[src/eaau_pkg.sv]
// constants, types and register map of the effective address and alignment unit
package eaau_pkg;

    // register byte offsets
    localparam logic [5:0] OFS_CTRL = 6'h00;
    localparam logic [5:0] OFS_BASE = 6'h04;
    localparam logic [5:0] OFS_INDEX = 6'h08;
    localparam logic [5:0] OFS_IMM = 6'h0C;
    localparam logic [5:0] OFS_CIA = 6'h10;
    localparam logic [5:0] OFS_LINK = 6'h14;
    localparam logic [5:0] OFS_COUNT = 6'h18;
    localparam logic [5:0] OFS_BYTECNT = 6'h1C;
    localparam logic [5:0] OFS_START = 6'h20;
    localparam logic [5:0] OFS_STATUS = 6'h24;
    localparam logic [5:0] OFS_EA = 6'h28;
    localparam logic [5:0] OFS_NEXT = 6'h2C;

    localparam logic [31:0] RST_WORD = 32'h0000_0000;
    localparam logic [4:0] BOUND_LEN = 5'h10;
    localparam logic [4:0] MULTI_LEN = 5'h04;
    localparam logic [31:0] INSN_LEN = 32'h0000_0004;
    localparam logic [2:0] SIZE_WORD = 3'h2;
    localparam logic [2:0] SIZE_QUAD = 3'h4;

    typedef enum logic [2:0] {
        OP_DATA_D = 3'b000,
        OP_DATA_X = 3'b001,
        OP_BR_I = 3'b010,
        OP_BR_B = 3'b011,
        OP_BR_XL = 3'b100,
        OP_SEQ = 3'b101,
        OP_CACHE = 3'b110,
        OP_TLB = 3'b111
    } eaau_op_t;

    typedef enum logic [1:0] {
        CLS_INT = 2'b00,
        CLS_AUX = 2'b01,
        CLS_MULTI = 2'b10,
        CLS_OTHER = 2'b11
    } eaau_cls_t;

    typedef enum logic [1:0] {
        DEM_NONE = 2'b00,
        DEM_SIZE = 2'b01,
        DEM_WORD = 2'b10,
        DEM_FORCE = 2'b11
    } eaau_dem_t;

    typedef enum logic [1:0] {
        ST_IDLE = 2'b00,
        ST_LOAD = 2'b01,
        ST_WAIT = 2'b10
    } eaau_state_t;

    typedef struct packed {
        logic [10:0] rsvd;
        logic [4:0] page_shift;
        logic string_imm;
        logic base_zero;
        logic use_count;
        logic taken;
        logic absolute_addr_flag;
        logic link_update_flag;
        eaau_dem_t demand;
        eaau_cls_t cls;
        logic [2:0] size;
        eaau_op_t op;
    } eaau_ctrl_t;

    typedef struct packed {
        logic valid;
        logic [31:0] addr;
        logic [4:0] len;
    } eaau_piece_t;

endpackage : eaau_pkg

[src/eaau_top.sv]
// effective address generation, branch targets and access splitting behind an avalon-mm slave
module eaau_top #(
    parameter int REM_W = 8
) (
    input wire logic clk_in,
    input wire logic rst_in,
    input wire logic [5:0] avs_address_in,
    input wire logic avs_read_in,
    input wire logic avs_write_in,
    input wire logic [31:0] avs_writedata_in,
    output logic [31:0] avs_readdata_out,
    output logic avs_waitrequest_out,
    output eaau_pkg::eaau_piece_t piece_out,
    input wire logic piece_ready_in,
    output logic busy_out,
    output logic done_out,
    output logic align_exc_out
);

    if (REM_W < 5 || REM_W > 16) begin : g_check
        $error("REM_W must lie between 5 and 16");
    end

    eaau_pkg::eaau_ctrl_t ctrl_reg;
    logic [31:0] base_reg;
    logic [31:0] index_reg;
    logic [31:0] imm_reg;
    logic [31:0] cia_reg;
    logic [31:0] link_reg;
    logic [31:0] count_reg;
    logic [REM_W-1:0] bytecnt_reg;
    logic [31:0] ea_reg;
    logic [31:0] next_reg;
    logic [31:0] rdata_reg;
    logic wait_reg;
    logic busy_reg;
    logic done_reg;
    logic exc_reg;
    eaau_pkg::eaau_state_t state_reg;
    logic [31:0] cur_addr_reg;
    logic [REM_W-1:0] rem_reg;
    eaau_pkg::eaau_piece_t piece_reg;

    // bus decode: a request is answered one cycle after it appears
    wire req = avs_read_in | avs_write_in;
    wire wr_take = avs_write_in & ~wait_reg;
    wire rd_fetch = avs_read_in & wait_reg;
    wire start = wr_take & (avs_address_in == eaau_pkg::OFS_START) & (state_reg == eaau_pkg::ST_IDLE);

    // operand arithmetic
    wire eaau_pkg::eaau_ctrl_t c = ctrl_reg;
    wire is_int = (c.cls == eaau_pkg::CLS_INT);
    wire is_aux = (c.cls == eaau_pkg::CLS_AUX);
    wire is_multi = (c.cls == eaau_pkg::CLS_MULTI);
    wire is_data = (c.op == eaau_pkg::OP_DATA_D) | (c.op == eaau_pkg::OP_DATA_X);
    wire is_branch = (c.op == eaau_pkg::OP_BR_I) | (c.op == eaau_pkg::OP_BR_B) | (c.op == eaau_pkg::OP_BR_XL);
    wire [31:0] base_val = c.base_zero ? 32'h0000_0000 : base_reg;
    wire [31:0] index_val = c.string_imm ? 32'h0000_0000 : index_reg;
    wire [31:0] disp_ext = {{16{imm_reg[15]}}, imm_reg[15:0]};
    wire [31:0] ea_d = base_val + disp_ext;
    wire [31:0] ea_x = base_val + index_val;
    wire [31:0] ea_raw = (c.op == eaau_pkg::OP_DATA_D) ? ea_d : ea_x;

    // integer sizes stop at word, coprocessor sizes at quadword
    wire [2:0] size_max = is_aux ? eaau_pkg::SIZE_QUAD : eaau_pkg::SIZE_WORD;
    wire [2:0] size_eff = (c.size > size_max) ? size_max : c.size;
    wire [4:0] unit_len = 5'h01 << size_eff;
    wire [31:0] low_mask = {27'h0000000, unit_len - 5'h01};
    wire force_align = is_aux & (c.demand == eaau_pkg::DEM_FORCE);
    wire [31:0] ea_data = force_align ? (ea_raw & ~low_mask) : ea_raw;
    wire [5:0] end_ofs = {2'b00, ea_data[3:0]} + {1'b0, unit_len};
    wire crosses = end_ofs > {1'b0, eaau_pkg::BOUND_LEN};
    wire mis_size = |(ea_raw & low_mask);
    wire mis_word = |ea_raw[1:0];
    wire demand_fail = ((c.demand == eaau_pkg::DEM_SIZE) & mis_size) |
        ((c.demand == eaau_pkg::DEM_WORD) & mis_word);
    wire aux_exc = is_aux & (crosses | demand_fail);
    wire [REM_W-1:0] rem_init = is_multi ? bytecnt_reg : REM_W'(unit_len);

    // next piece: integer and multiple classes stop at 16-byte boundaries, others go whole
    wire [4:0] to_bound = eaau_pkg::BOUND_LEN - {1'b0, cur_addr_reg[3:0]};
    wire [4:0] rem_sat = (rem_reg > REM_W'(eaau_pkg::BOUND_LEN)) ? eaau_pkg::BOUND_LEN : rem_reg[4:0];
    wire [4:0] cap = is_multi ? eaau_pkg::MULTI_LEN : unit_len;
    wire [4:0] len_a = (cap < rem_sat) ? cap : rem_sat;
    wire [4:0] len_b = (len_a < to_bound) ? len_a : to_bound;
    wire [4:0] piece_len = (is_int | is_multi) ? len_b : rem_sat;
    wire last_piece = (rem_reg == REM_W'(piece_reg.len));

    // branch targets
    wire [31:0] off_i = {{6{imm_reg[23]}}, imm_reg[23:0], 2'b00};
    wire [31:0] off_b = {{16{imm_reg[13]}}, imm_reg[13:0], 2'b00};
    wire [31:0] br_base = c.absolute_addr_flag ? 32'h0000_0000 : cia_reg;
    wire [31:0] seq_addr = cia_reg + eaau_pkg::INSN_LEN;
    wire [31:0] tgt_i = br_base + off_i;
    wire [31:0] tgt_b = c.taken ? (br_base + off_b) : seq_addr;
    wire [31:0] xl_src = c.use_count ? count_reg : link_reg;
    wire [31:0] tgt_xl = c.taken ? {xl_src[31:2], 2'b00} : seq_addr;
    wire [31:0] tgt_sel = (c.op == eaau_pkg::OP_BR_I) ? tgt_i :
        (c.op == eaau_pkg::OP_BR_B) ? tgt_b :
        (c.op == eaau_pkg::OP_BR_XL) ? tgt_xl : seq_addr;
    // a misaligned instruction address written by software must not leak into a target
    wire [31:0] next_addr = {tgt_sel[31:2], 2'b00};
    wire link_hw = start & is_branch & c.link_update_flag;

    // cache and page operations
    wire [31:0] cache_ea = {ea_x[31:5], 5'h00};
    wire [31:0] page_mask = 32'hFFFF_FFFF << c.page_shift;
    wire [31:0] tlb_ea = ea_x & page_mask;

    // read mux
    wire [31:0] status_word = {29'h0000_0000, exc_reg, done_reg, busy_reg};
    wire [31:0] rd_word =
        (avs_address_in == eaau_pkg::OFS_CTRL) ? ctrl_reg :
        (avs_address_in == eaau_pkg::OFS_BASE) ? base_reg :
        (avs_address_in == eaau_pkg::OFS_INDEX) ? index_reg :
        (avs_address_in == eaau_pkg::OFS_IMM) ? imm_reg :
        (avs_address_in == eaau_pkg::OFS_CIA) ? cia_reg :
        (avs_address_in == eaau_pkg::OFS_LINK) ? link_reg :
        (avs_address_in == eaau_pkg::OFS_COUNT) ? count_reg :
        (avs_address_in == eaau_pkg::OFS_BYTECNT) ? 32'(bytecnt_reg) :
        (avs_address_in == eaau_pkg::OFS_STATUS) ? status_word :
        (avs_address_in == eaau_pkg::OFS_EA) ? ea_reg :
        (avs_address_in == eaau_pkg::OFS_NEXT) ? next_reg : 32'h0000_0000;

    // bus handshake
    always_ff @(posedge clk_in) begin
        if (rst_in) begin
            wait_reg <= 1'b1;
            rdata_reg <= eaau_pkg::RST_WORD;
        end else begin
            wait_reg <= ~(req & wait_reg);
            if (rd_fetch) begin
                rdata_reg <= rd_word;
            end
        end
    end

    // software registers; config writes while busy would corrupt a split in flight
    wire cfg_wr = wr_take & ~busy_reg;
    always_ff @(posedge clk_in) begin
        if (rst_in) begin
            ctrl_reg <= eaau_pkg::RST_WORD;
            base_reg <= eaau_pkg::RST_WORD;
            index_reg <= eaau_pkg::RST_WORD;
            imm_reg <= eaau_pkg::RST_WORD;
            cia_reg <= eaau_pkg::RST_WORD;
            count_reg <= eaau_pkg::RST_WORD;
            bytecnt_reg <= '0;
        end else if (cfg_wr) begin
            unique case (avs_address_in)
                eaau_pkg::OFS_CTRL: ctrl_reg <= {11'h000, avs_writedata_in[20:0]};
                eaau_pkg::OFS_BASE: base_reg <= avs_writedata_in;
                eaau_pkg::OFS_INDEX: index_reg <= avs_writedata_in;
                eaau_pkg::OFS_IMM: imm_reg <= avs_writedata_in;
                eaau_pkg::OFS_CIA: cia_reg <= avs_writedata_in;
                eaau_pkg::OFS_COUNT: count_reg <= avs_writedata_in;
                eaau_pkg::OFS_BYTECNT: bytecnt_reg <= avs_writedata_in[REM_W-1:0];
                default: ;
            endcase
        end
    end

    always_ff @(posedge clk_in) begin
        if (rst_in) begin
            link_reg <= eaau_pkg::RST_WORD;
        end else if (link_hw) begin
            link_reg <= seq_addr;
        end else if (cfg_wr & (avs_address_in == eaau_pkg::OFS_LINK)) begin
            link_reg <= avs_writedata_in;
        end
    end

    // operation sequencer
    always_ff @(posedge clk_in) begin
        if (rst_in) begin
            state_reg <= eaau_pkg::ST_IDLE;
            busy_reg <= 1'b0;
            done_reg <= 1'b0;
            exc_reg <= 1'b0;
            ea_reg <= eaau_pkg::RST_WORD;
            next_reg <= eaau_pkg::RST_WORD;
            cur_addr_reg <= eaau_pkg::RST_WORD;
            rem_reg <= '0;
            piece_reg <= '0;
        end else begin
            unique case (state_reg)
                eaau_pkg::ST_IDLE: begin
                    if (start) begin
                        done_reg <= 1'b0;
                        exc_reg <= 1'b0;
                        if (is_data) begin
                            ea_reg <= ea_data;
                            cur_addr_reg <= ea_data;
                            rem_reg <= rem_init;
                            if (aux_exc) begin
                                exc_reg <= 1'b1;
                                done_reg <= 1'b1;
                            end else if (rem_init == '0) begin
                                done_reg <= 1'b1;
                            end else begin
                                busy_reg <= 1'b1;
                                state_reg <= eaau_pkg::ST_LOAD;
                            end
                        end else if (c.op == eaau_pkg::OP_CACHE) begin
                            ea_reg <= cache_ea;
                            done_reg <= 1'b1;
                        end else if (c.op == eaau_pkg::OP_TLB) begin
                            ea_reg <= tlb_ea;
                            done_reg <= 1'b1;
                        end else begin
                            next_reg <= next_addr;
                            done_reg <= 1'b1;
                        end
                    end
                end
                eaau_pkg::ST_LOAD: begin
                    piece_reg.valid <= 1'b1;
                    piece_reg.addr <= cur_addr_reg;
                    piece_reg.len <= piece_len;
                    state_reg <= eaau_pkg::ST_WAIT;
                end
                eaau_pkg::ST_WAIT: begin
                    if (piece_ready_in) begin
                        piece_reg.valid <= 1'b0;
                        // plain 32-bit add carries an operand over the top to zero
                        cur_addr_reg <= cur_addr_reg + {27'h0000000, piece_reg.len};
                        rem_reg <= rem_reg - REM_W'(piece_reg.len);
                        if (last_piece) begin
                            busy_reg <= 1'b0;
                            done_reg <= 1'b1;
                            state_reg <= eaau_pkg::ST_IDLE;
                        end else begin
                            state_reg <= eaau_pkg::ST_LOAD;
                        end
                    end
                end
                default: state_reg <= eaau_pkg::ST_IDLE;
            endcase
        end
    end

    assign avs_readdata_out = rdata_reg;
    assign avs_waitrequest_out = wait_reg;
    assign piece_out = piece_reg;
    assign busy_out = busy_reg;
    assign done_out = done_reg;
    assign align_exc_out = exc_reg;

endmodule : eaau_top

[config.mk]
export PLATFORM = sky130hd
export DESIGN_NAME = eaau_top
export DESIGN_NICKNAME = d
export VERILOG_FILES = /design/src/eaau_pkg.sv /design/src/eaau_top.sv
export SDC_FILE = /design/constraint.sdc
export NUM_CORES = 1
export LEC_CHECK = 0
export BUFFER_PORTS_ARGS = -buffer_cell sky130_fd_sc_hd__buf_2
export CAP_MARGIN = 0
export CORE_MARGIN = 2
export CORE_UTILIZATION = 40
export DETAILED_ROUTE_END_ITERATION = 10
export SLEW_MARGIN = 25
export SYNTH_ARGS = -nofsm -noshare
export SYNTH_HDL_FRONTEND = slang
export SYNTH_SLANG_ARGS = --single-unit
export TNS_END_PERCENT = 10
[constraint.sdc]
create_clock -name clk_in -period 5.2 [get_ports clk_in]
set_input_delay 0.52 -clock clk_in [delete_from_list [all_inputs] [get_ports clk_in]]
set_output_delay 0.52 -clock clk_in [all_outputs]
set_load 0.05 [all_outputs]
==> results of run 1 <==
routing by layer:
| metal | part of all wire (%) | GRT usage (%) | vias up |
|---|---|---|---|
| met3 | 9.7 | 5.273 | 209 |
| met2 | 42 | 42.80 | 1265 |
| met5 | 0 | 0 | - |
| met1 | 45 | 40.75 | 12520 |
| li1 | - | - | 12820 |
| met4 | 3.0 | 9.435 | 0 |
critical path, cell delays in order (launching register included):
cell and delay [ns]:
dfxtp_1 0.31, inv_1 0.09, nand2_1 0.11, ha_1 0.30, nor2b_1 0.14, o22ai_2 0.14
mux2i_1 0.25, or2_1 0.20, inv_2 0.08, nor2_2 0.16, inv_1 0.08, ha_1 0.22
or3_1 0.36, o21ai_0 0.07, a21oi_1 0.07, a31oi_2 0.20, mux2i_2 0.29, ha_1 0.28
a21o_1 0.16, a21o_1 0.20, a21oi_4 0.17, nand3_1 0.11, mux2i_1 0.22, nor2_2 0.09
o211a_1 0.21, o221a_2 0.24
final cells by class:
| type | instances | area share [%] |
|---|---|---|
| clock inverter | 15 | 0.4592 |
| multi-input combinational | 2872 | 58.80 |
| tap | 855 | 3.669 |
| timing repair buffer | 191 | 3.957 |
| inverter | 63 | 0.8111 |
| clock buffer | 71 | 4.905 |
| sequential | 399 | 27.40 |
Yosys cell counts (all sizes together), types with 35 or more instances:
cell / number / area share [%]
nand2: 709 / 10
a21oi: 504 / 9.7
dfxtp: 399 / 31
nor2: 293 / 4.2
clkbuf: 219 / 3.2
o21ai: 183 / 3.5
ha: 133 / 6.4
nor2b: 106 / 2.5
xnor2: 84 / 2.8
nand3: 65 / 1.2
mux2i: 64 / 2.5
inv: 63 / 0.90
a21o: 60 / 1.7
a221oi: 52 / 1.9
a211oi: 50 / 1.5
nor3: 49 / 0.96
xor2: 45 / 1.5
a31oi: 40 / 1.0
a311oi: 35 / 1.2
stage by stage:
stage | std cells | TNS, ns
global placement | 4379 | 0
global route | 4466 | -0.02149
floorplan | 3565 | 0
detailed placement | 4379 | 0
CTS | 4465 | 0
finish | 4466 | 0
how the worst min path moves through the flow:
stage / start / to / slack, ns / cells after the start
after floorplan: ea_reg[17] / ea_reg[17] / 0.43 / 2
after global placement: avs_readdata_out[27] / avs_readdata_out[27] / 0.43 / 2
after detailed placement: avs_readdata_out[23] / avs_readdata_out[23] / 0.44 / 2
after CTS: avs_write_in / avs_waitrequest_out / 0.11 / 2
after global routing: avs_write_in / avs_waitrequest_out / 0.16 / 2
final: avs_read_in / avs_waitrequest_out / 0.14 / 2
power by group:
group          leakage [nW]  internal (mW)  switching (mW)
sequential             3.22           3.07          0.0162
clock                 0.763           1.95            1.44
combinational          7.34         0.0600           0.224
what timing repair did:
action | 4_1_cts | 5_1_grt
setup buffers | 0 | 1
gates resized for setup | 0 | 6
endpoints found under the setup margin | 0 | 5
hold buffers | 0 | 0
logic make-up after synthesis:
kind of cell,Yosys count,share of synthesized area (%)
AO/OA/AOI/OAI,1159,28.07
XOR/XNOR,129,4.322
adder cells (fa/ha/maj),139,6.825
buffers and inverters,294,4.260
flip-flops,399,30.56
multiplexers,75,3.011
AND/OR/NAND/NOR,1370,22.96
==> run metrics, run 1 <==
Min Hold Slack=0.1393 ns; R2R depth=25; Tot Pwr=6.764 mW; Worst-Margin Slew=1.030 ns; Final setup viols=0; Async SR Flop Fraction=0%; multi-input logic area=17140 sq um; Reg area=7989 sq um; dpl cell area=27560 sq um; 1st-iter DRT viols=2833; final wirelength=98.85 mm; DR pass1 iterations=9; VDD IR-drop max=0.0002006 V; die area=67410 sq um; Syn. warnings=0; port bufs=116; max reg flops=38; clock latency at the later pin of the worst-skew pair=0.61 ns; vias in the first global route=24.83k; post-route clock period utilization=93.40%; status=complete, no violations; worst clock skew=0.03528 ns; Leakage=11.32 nW; startpoint class of the critical path=register; data required time of the critical path=5.70 ns; first-pass GRT wire length=150.0 mm; setup ws final=0.3433 ns; Overflow after GRT=0; wire per inst=22.13 um; CP endpoint=piece_out[4]; routed vias=26.81k; layout cells sized above 1=9.250%; Post-Place Setup Slack=0.08540 ns; Final min period=4.857 ns; post-synthesis sequential area ratio=30.56%; Filler cells=6628; GRT Total Usage=28.47%; design area=29150 sq um; H-tree depth=2; critical path fanouts, max=5; Die Ht=259.6 um; fmax=205.9 MHz; Worst R2R End=piece_out[4]; # clock sinks=399; Chip Width=259.6 um; CTS clk-pin slew, worst paths=0.06 ns; commonest non-fill, non-tap cell in the layout=nand2_1; Net Count, Synth=3747; num rows=93; Avg Inst Size Synth=7.333 sq um; EDFF count, synth=0; post-DP HPWL=72.27 mm; Setup crit start=c[7]; Num CTS Buffers=48; most frequent cells in the layout=707 x nand2_1, 501 x a21oi_1, 398 x dfxtp_1; cells after synthesis=3565; diodes inserted=0; Vias/cell=6.002; Final Hold Fails=0; Detail Route Antenna Nets=0; Worst Path Arrival=5.36 ns; Crit Path Category=register to register; max_cap viols=0; endpoint class of the critical path=register; Worst slew margin=30.74%; Yosys cell types=91; Primary FF master, synth=dfxtp_1; Longest Clk Path Bufs=3; Core Area=64580 sq um; Residual DRC=0; antenna violations before repair=0; global placement routability congestion=0.9218; Critical R2R Launch=c[7]; worst reg-to-reg setup slack=0.34 ns; Layout Nets=3757; PwrDens=232.0 nW/um^2; Final Max Tran Viols=0; Initial Util=40.48%; synthesis-stage register bit count=399; Netlist Area Pre-Place=26140 sq um; clock root cell=clkbuf_16; Hold WC Path Type=primary input to register; area grow syn2layout=11.53%; largest net degree at the start of global routing=81; io pins=117; post-layout util=45.14%; CTS tree=built
No activity file was read; power rests on OpenSTA's default activity.
==> run 2: changes to the inputs <==
--- a/config.mk
+++ b/config.mk
@@ -9,6 +9,7 @@
 export CAP_MARGIN = 0
 export CORE_MARGIN = 2
 export CORE_UTILIZATION = 40
+export CTS_BUF_LIST = sky130_fd_sc_hd__clkbuf_16
 export DETAILED_ROUTE_END_ITERATION = 10
 export SLEW_MARGIN = 25
 export SYNTH_ARGS = -nofsm -noshare
==> run metrics, run 2 (synthesis results as in run 1) <==
post-DP HPWL=72.27 mm (unchanged); die area=67410 sq um (unchanged); startpoint class of the critical path=register; Max stage delay on crit path=0.36 ns (about the same); Worst slew margin=31.17% (+0.43 points); Seq pwr share=46.8% (+1.2 points); max_cap viols=0 (unchanged); combinational power share=4.3% (about the same); Residual DRC=0 (unchanged); Buf+Inv Stages, Crit Path=3 (unchanged); post-route clock period utilization=93.35% (about the same); most frequent cells in the layout=707 x nand2_1, 501 x a21oi_1, 398 x dfxtp_1; wire per inst=22.16 um (+0.11%); num rows=93 (unchanged); largest net degree at the start of global routing=81 (unchanged); slowest cell on the critical path=or3_1; # clock sinks=399 (unchanged); Crit Path Category=register to register; global placement routability congestion=0.9218 (unchanged); Critical R2R Launch=c[7]; clock root cell=clkbuf_16; io pins=117 (unchanged); Final Max Tran Viols=0 (unchanged); Net Sw Frac=25.42% (+0.60 points); port bufs=116 (unchanged); PwrDens=226.8 nW/um^2 (-2.2%); clock share of power=48.9% (-1.3 points); Vias/cell=5.996 (-0.10%); Final setup viols=0 (unchanged); Chip Width=259.6 um (unchanged); Final Hold Fails=0 (unchanged); routed vias=26.78k (-0.078%); Tot Pwr=6.590 mW (-2.6%); setup TNS=0 ns (unchanged); Detail Route Antenna Nets=0 (unchanged); top cell family by delay on the critical path=compound AO/OA/AOI/OAI gates; final wirelength=98.98 mm (+0.13%); hold path cells=2 (unchanged); Worst R2R End=piece_out[4]; clock latency at the later pin of the worst-skew pair=0.61 ns (about the same); Layout Nets=3757 (unchanged); area grow syn2layout=11.15%; endpoint class of the critical path=register; CTS clk-pin slew, worst paths=0.06 ns (about the same); Core Area=64580 sq um (unchanged); commonest non-fill, non-tap cell in the layout=nand2_1; first-pass GRT wire length=150.0 mm (about the same); hold_sp=avs_write_in; max reg flops=38 (unchanged); Worst-Margin Slew=1.030 ns (-0.000006676 ns); R2R depth=25 (unchanged); Most Frequent Cell on Critical Path=ha_1; VDD IR-drop max=0.0001983 V (-1.1%); GRT Total Usage=28.47% (unchanged); DR pass1 iterations=7 (-2); Die Ht=259.6 um (unchanged); Overflow after GRT=0 (unchanged); Hold Crit Endpoint=avs_waitrequest_out; Initial Util=40.48% (unchanged); data required time of the critical path=5.70 ns (about the same); vias in the first global route=24.88k (+0.19%); Leakage=11.31 nW (about the same); layout cells sized above 1=8.973% (-0.28 points); critical path fanouts, max=5 (unchanged); antenna violations before repair=0 (unchanged); Num CTS Buffers=48 (unchanged); Worst Path Arrival=5.36 ns (about the same); Power Internal=4.915 mW (-3.3%); worst clock skew=0.03581 ns (+0.0005274 ns); Hold WC Path Type=primary input to register; Post-CTS Hold Fix Bufs=0 (unchanged); H-tree depth=2 (unchanged); Longest Clk Path Bufs=3 (unchanged); Filler cells=6643 (+0.23%); fmax=206.0 MHz (about the same); status=complete, no violations; Min Hold Slack=0.1373 ns (-0.002000 ns); P_sw=1.675 mW (-0.20%); 1st-iter DRT viols=3076 (+8.6%); CTS tree=built; worst reg-to-reg setup slack=0.35 ns (about the same); Final min period=4.854 ns (-0.002754 ns)
-- run 2: changes by cell type in the layout (fill, tap and decap cells not counted), sizes merged --
cell / delta
inv: +11
clkbuf: -21
diode: +1
clkinv: +10
-- run 2: per-stage QoR --
| stage | instance area, sq um | utilization (%) | std cells | worst slack, ns |
|---|---|---|---|---|
| floorplan | 26140 | - | 3565 | 0.07941 |
| global placement | 27560 | 42.67 | 4379 | 0.1222 |
| detailed placement | 27560 | 42.67 | 4379 | 0.08540 |
| CTS | 29020 | 44.94 | 4465 | 0.06341 |
| global route | 29050 | 44.99 | 4466 | -0.02121 |
| finish | 29060 | 44.99 | 4467 | 0.3460 |
-- run 2: cell type report --
type / instances / area, sq um / share of cell area, %
timing repair buffer: 191 / 1154 / 3.970
clock buffer: 50 / 1251 / 4.306
multi-input combinational: 2872 / 17140 / 58.99
tap: 855 / 1070 / 3.682
clock inverter: 36 / 212.7 / 0.7320
antenna: 1 / 2.502 / 0.008612
inverter: 63 / 236.5 / 0.8138
sequential: 399 / 7989 / 27.49
-- run 2: how the worst max path moves through the flow --
stage | depth (start not counted) | startpoint | end
floorplan | 25 | c[6] | piece_out[4]
global placement | 25 | c[7] | piece_out[4]
detailed placement | 25 | c[7] | piece_out[4]
CTS | 25 | c[7] | piece_out[4]
global route | 25 | c[7] | piece_out[4]
finish | 25 | c[7] | piece_out[4]
-- run 2: routing by layer --
| metal | GRT usage (%) | share of wire, % | up-vias |
|---|---|---|---|
| met4 | 9.451 | 3.1 | 0 |
| met2 | 42.85 | 42 | 1244 |
| met3 | 5.409 | 9.8 | 207 |
| met5 | 0 | 0 | - |
| met1 | 40.62 | 45 | 12530 |
| li1 | - | - | 12810 |
-- run 2: repair_timing --
action	in CTS	in global routing
endpoints found under the setup margin	0	5
setup buffers	0	1
resized for setup	0	6
-- run 2: power by group through the flow --
stage | clock network [mW] | logic [mW] | registers (mW)
floorplan | 0 | 0.126 | 3.18
global placement | 0 | 0.278 | 3.15
detailed placement | 0 | 0.277 | 3.15
CTS | 3.26 | 0.278 | 3.09
global route | 3.36 | 0.297 | 3.09
finish | 3.22 | 0.284 | 3.09
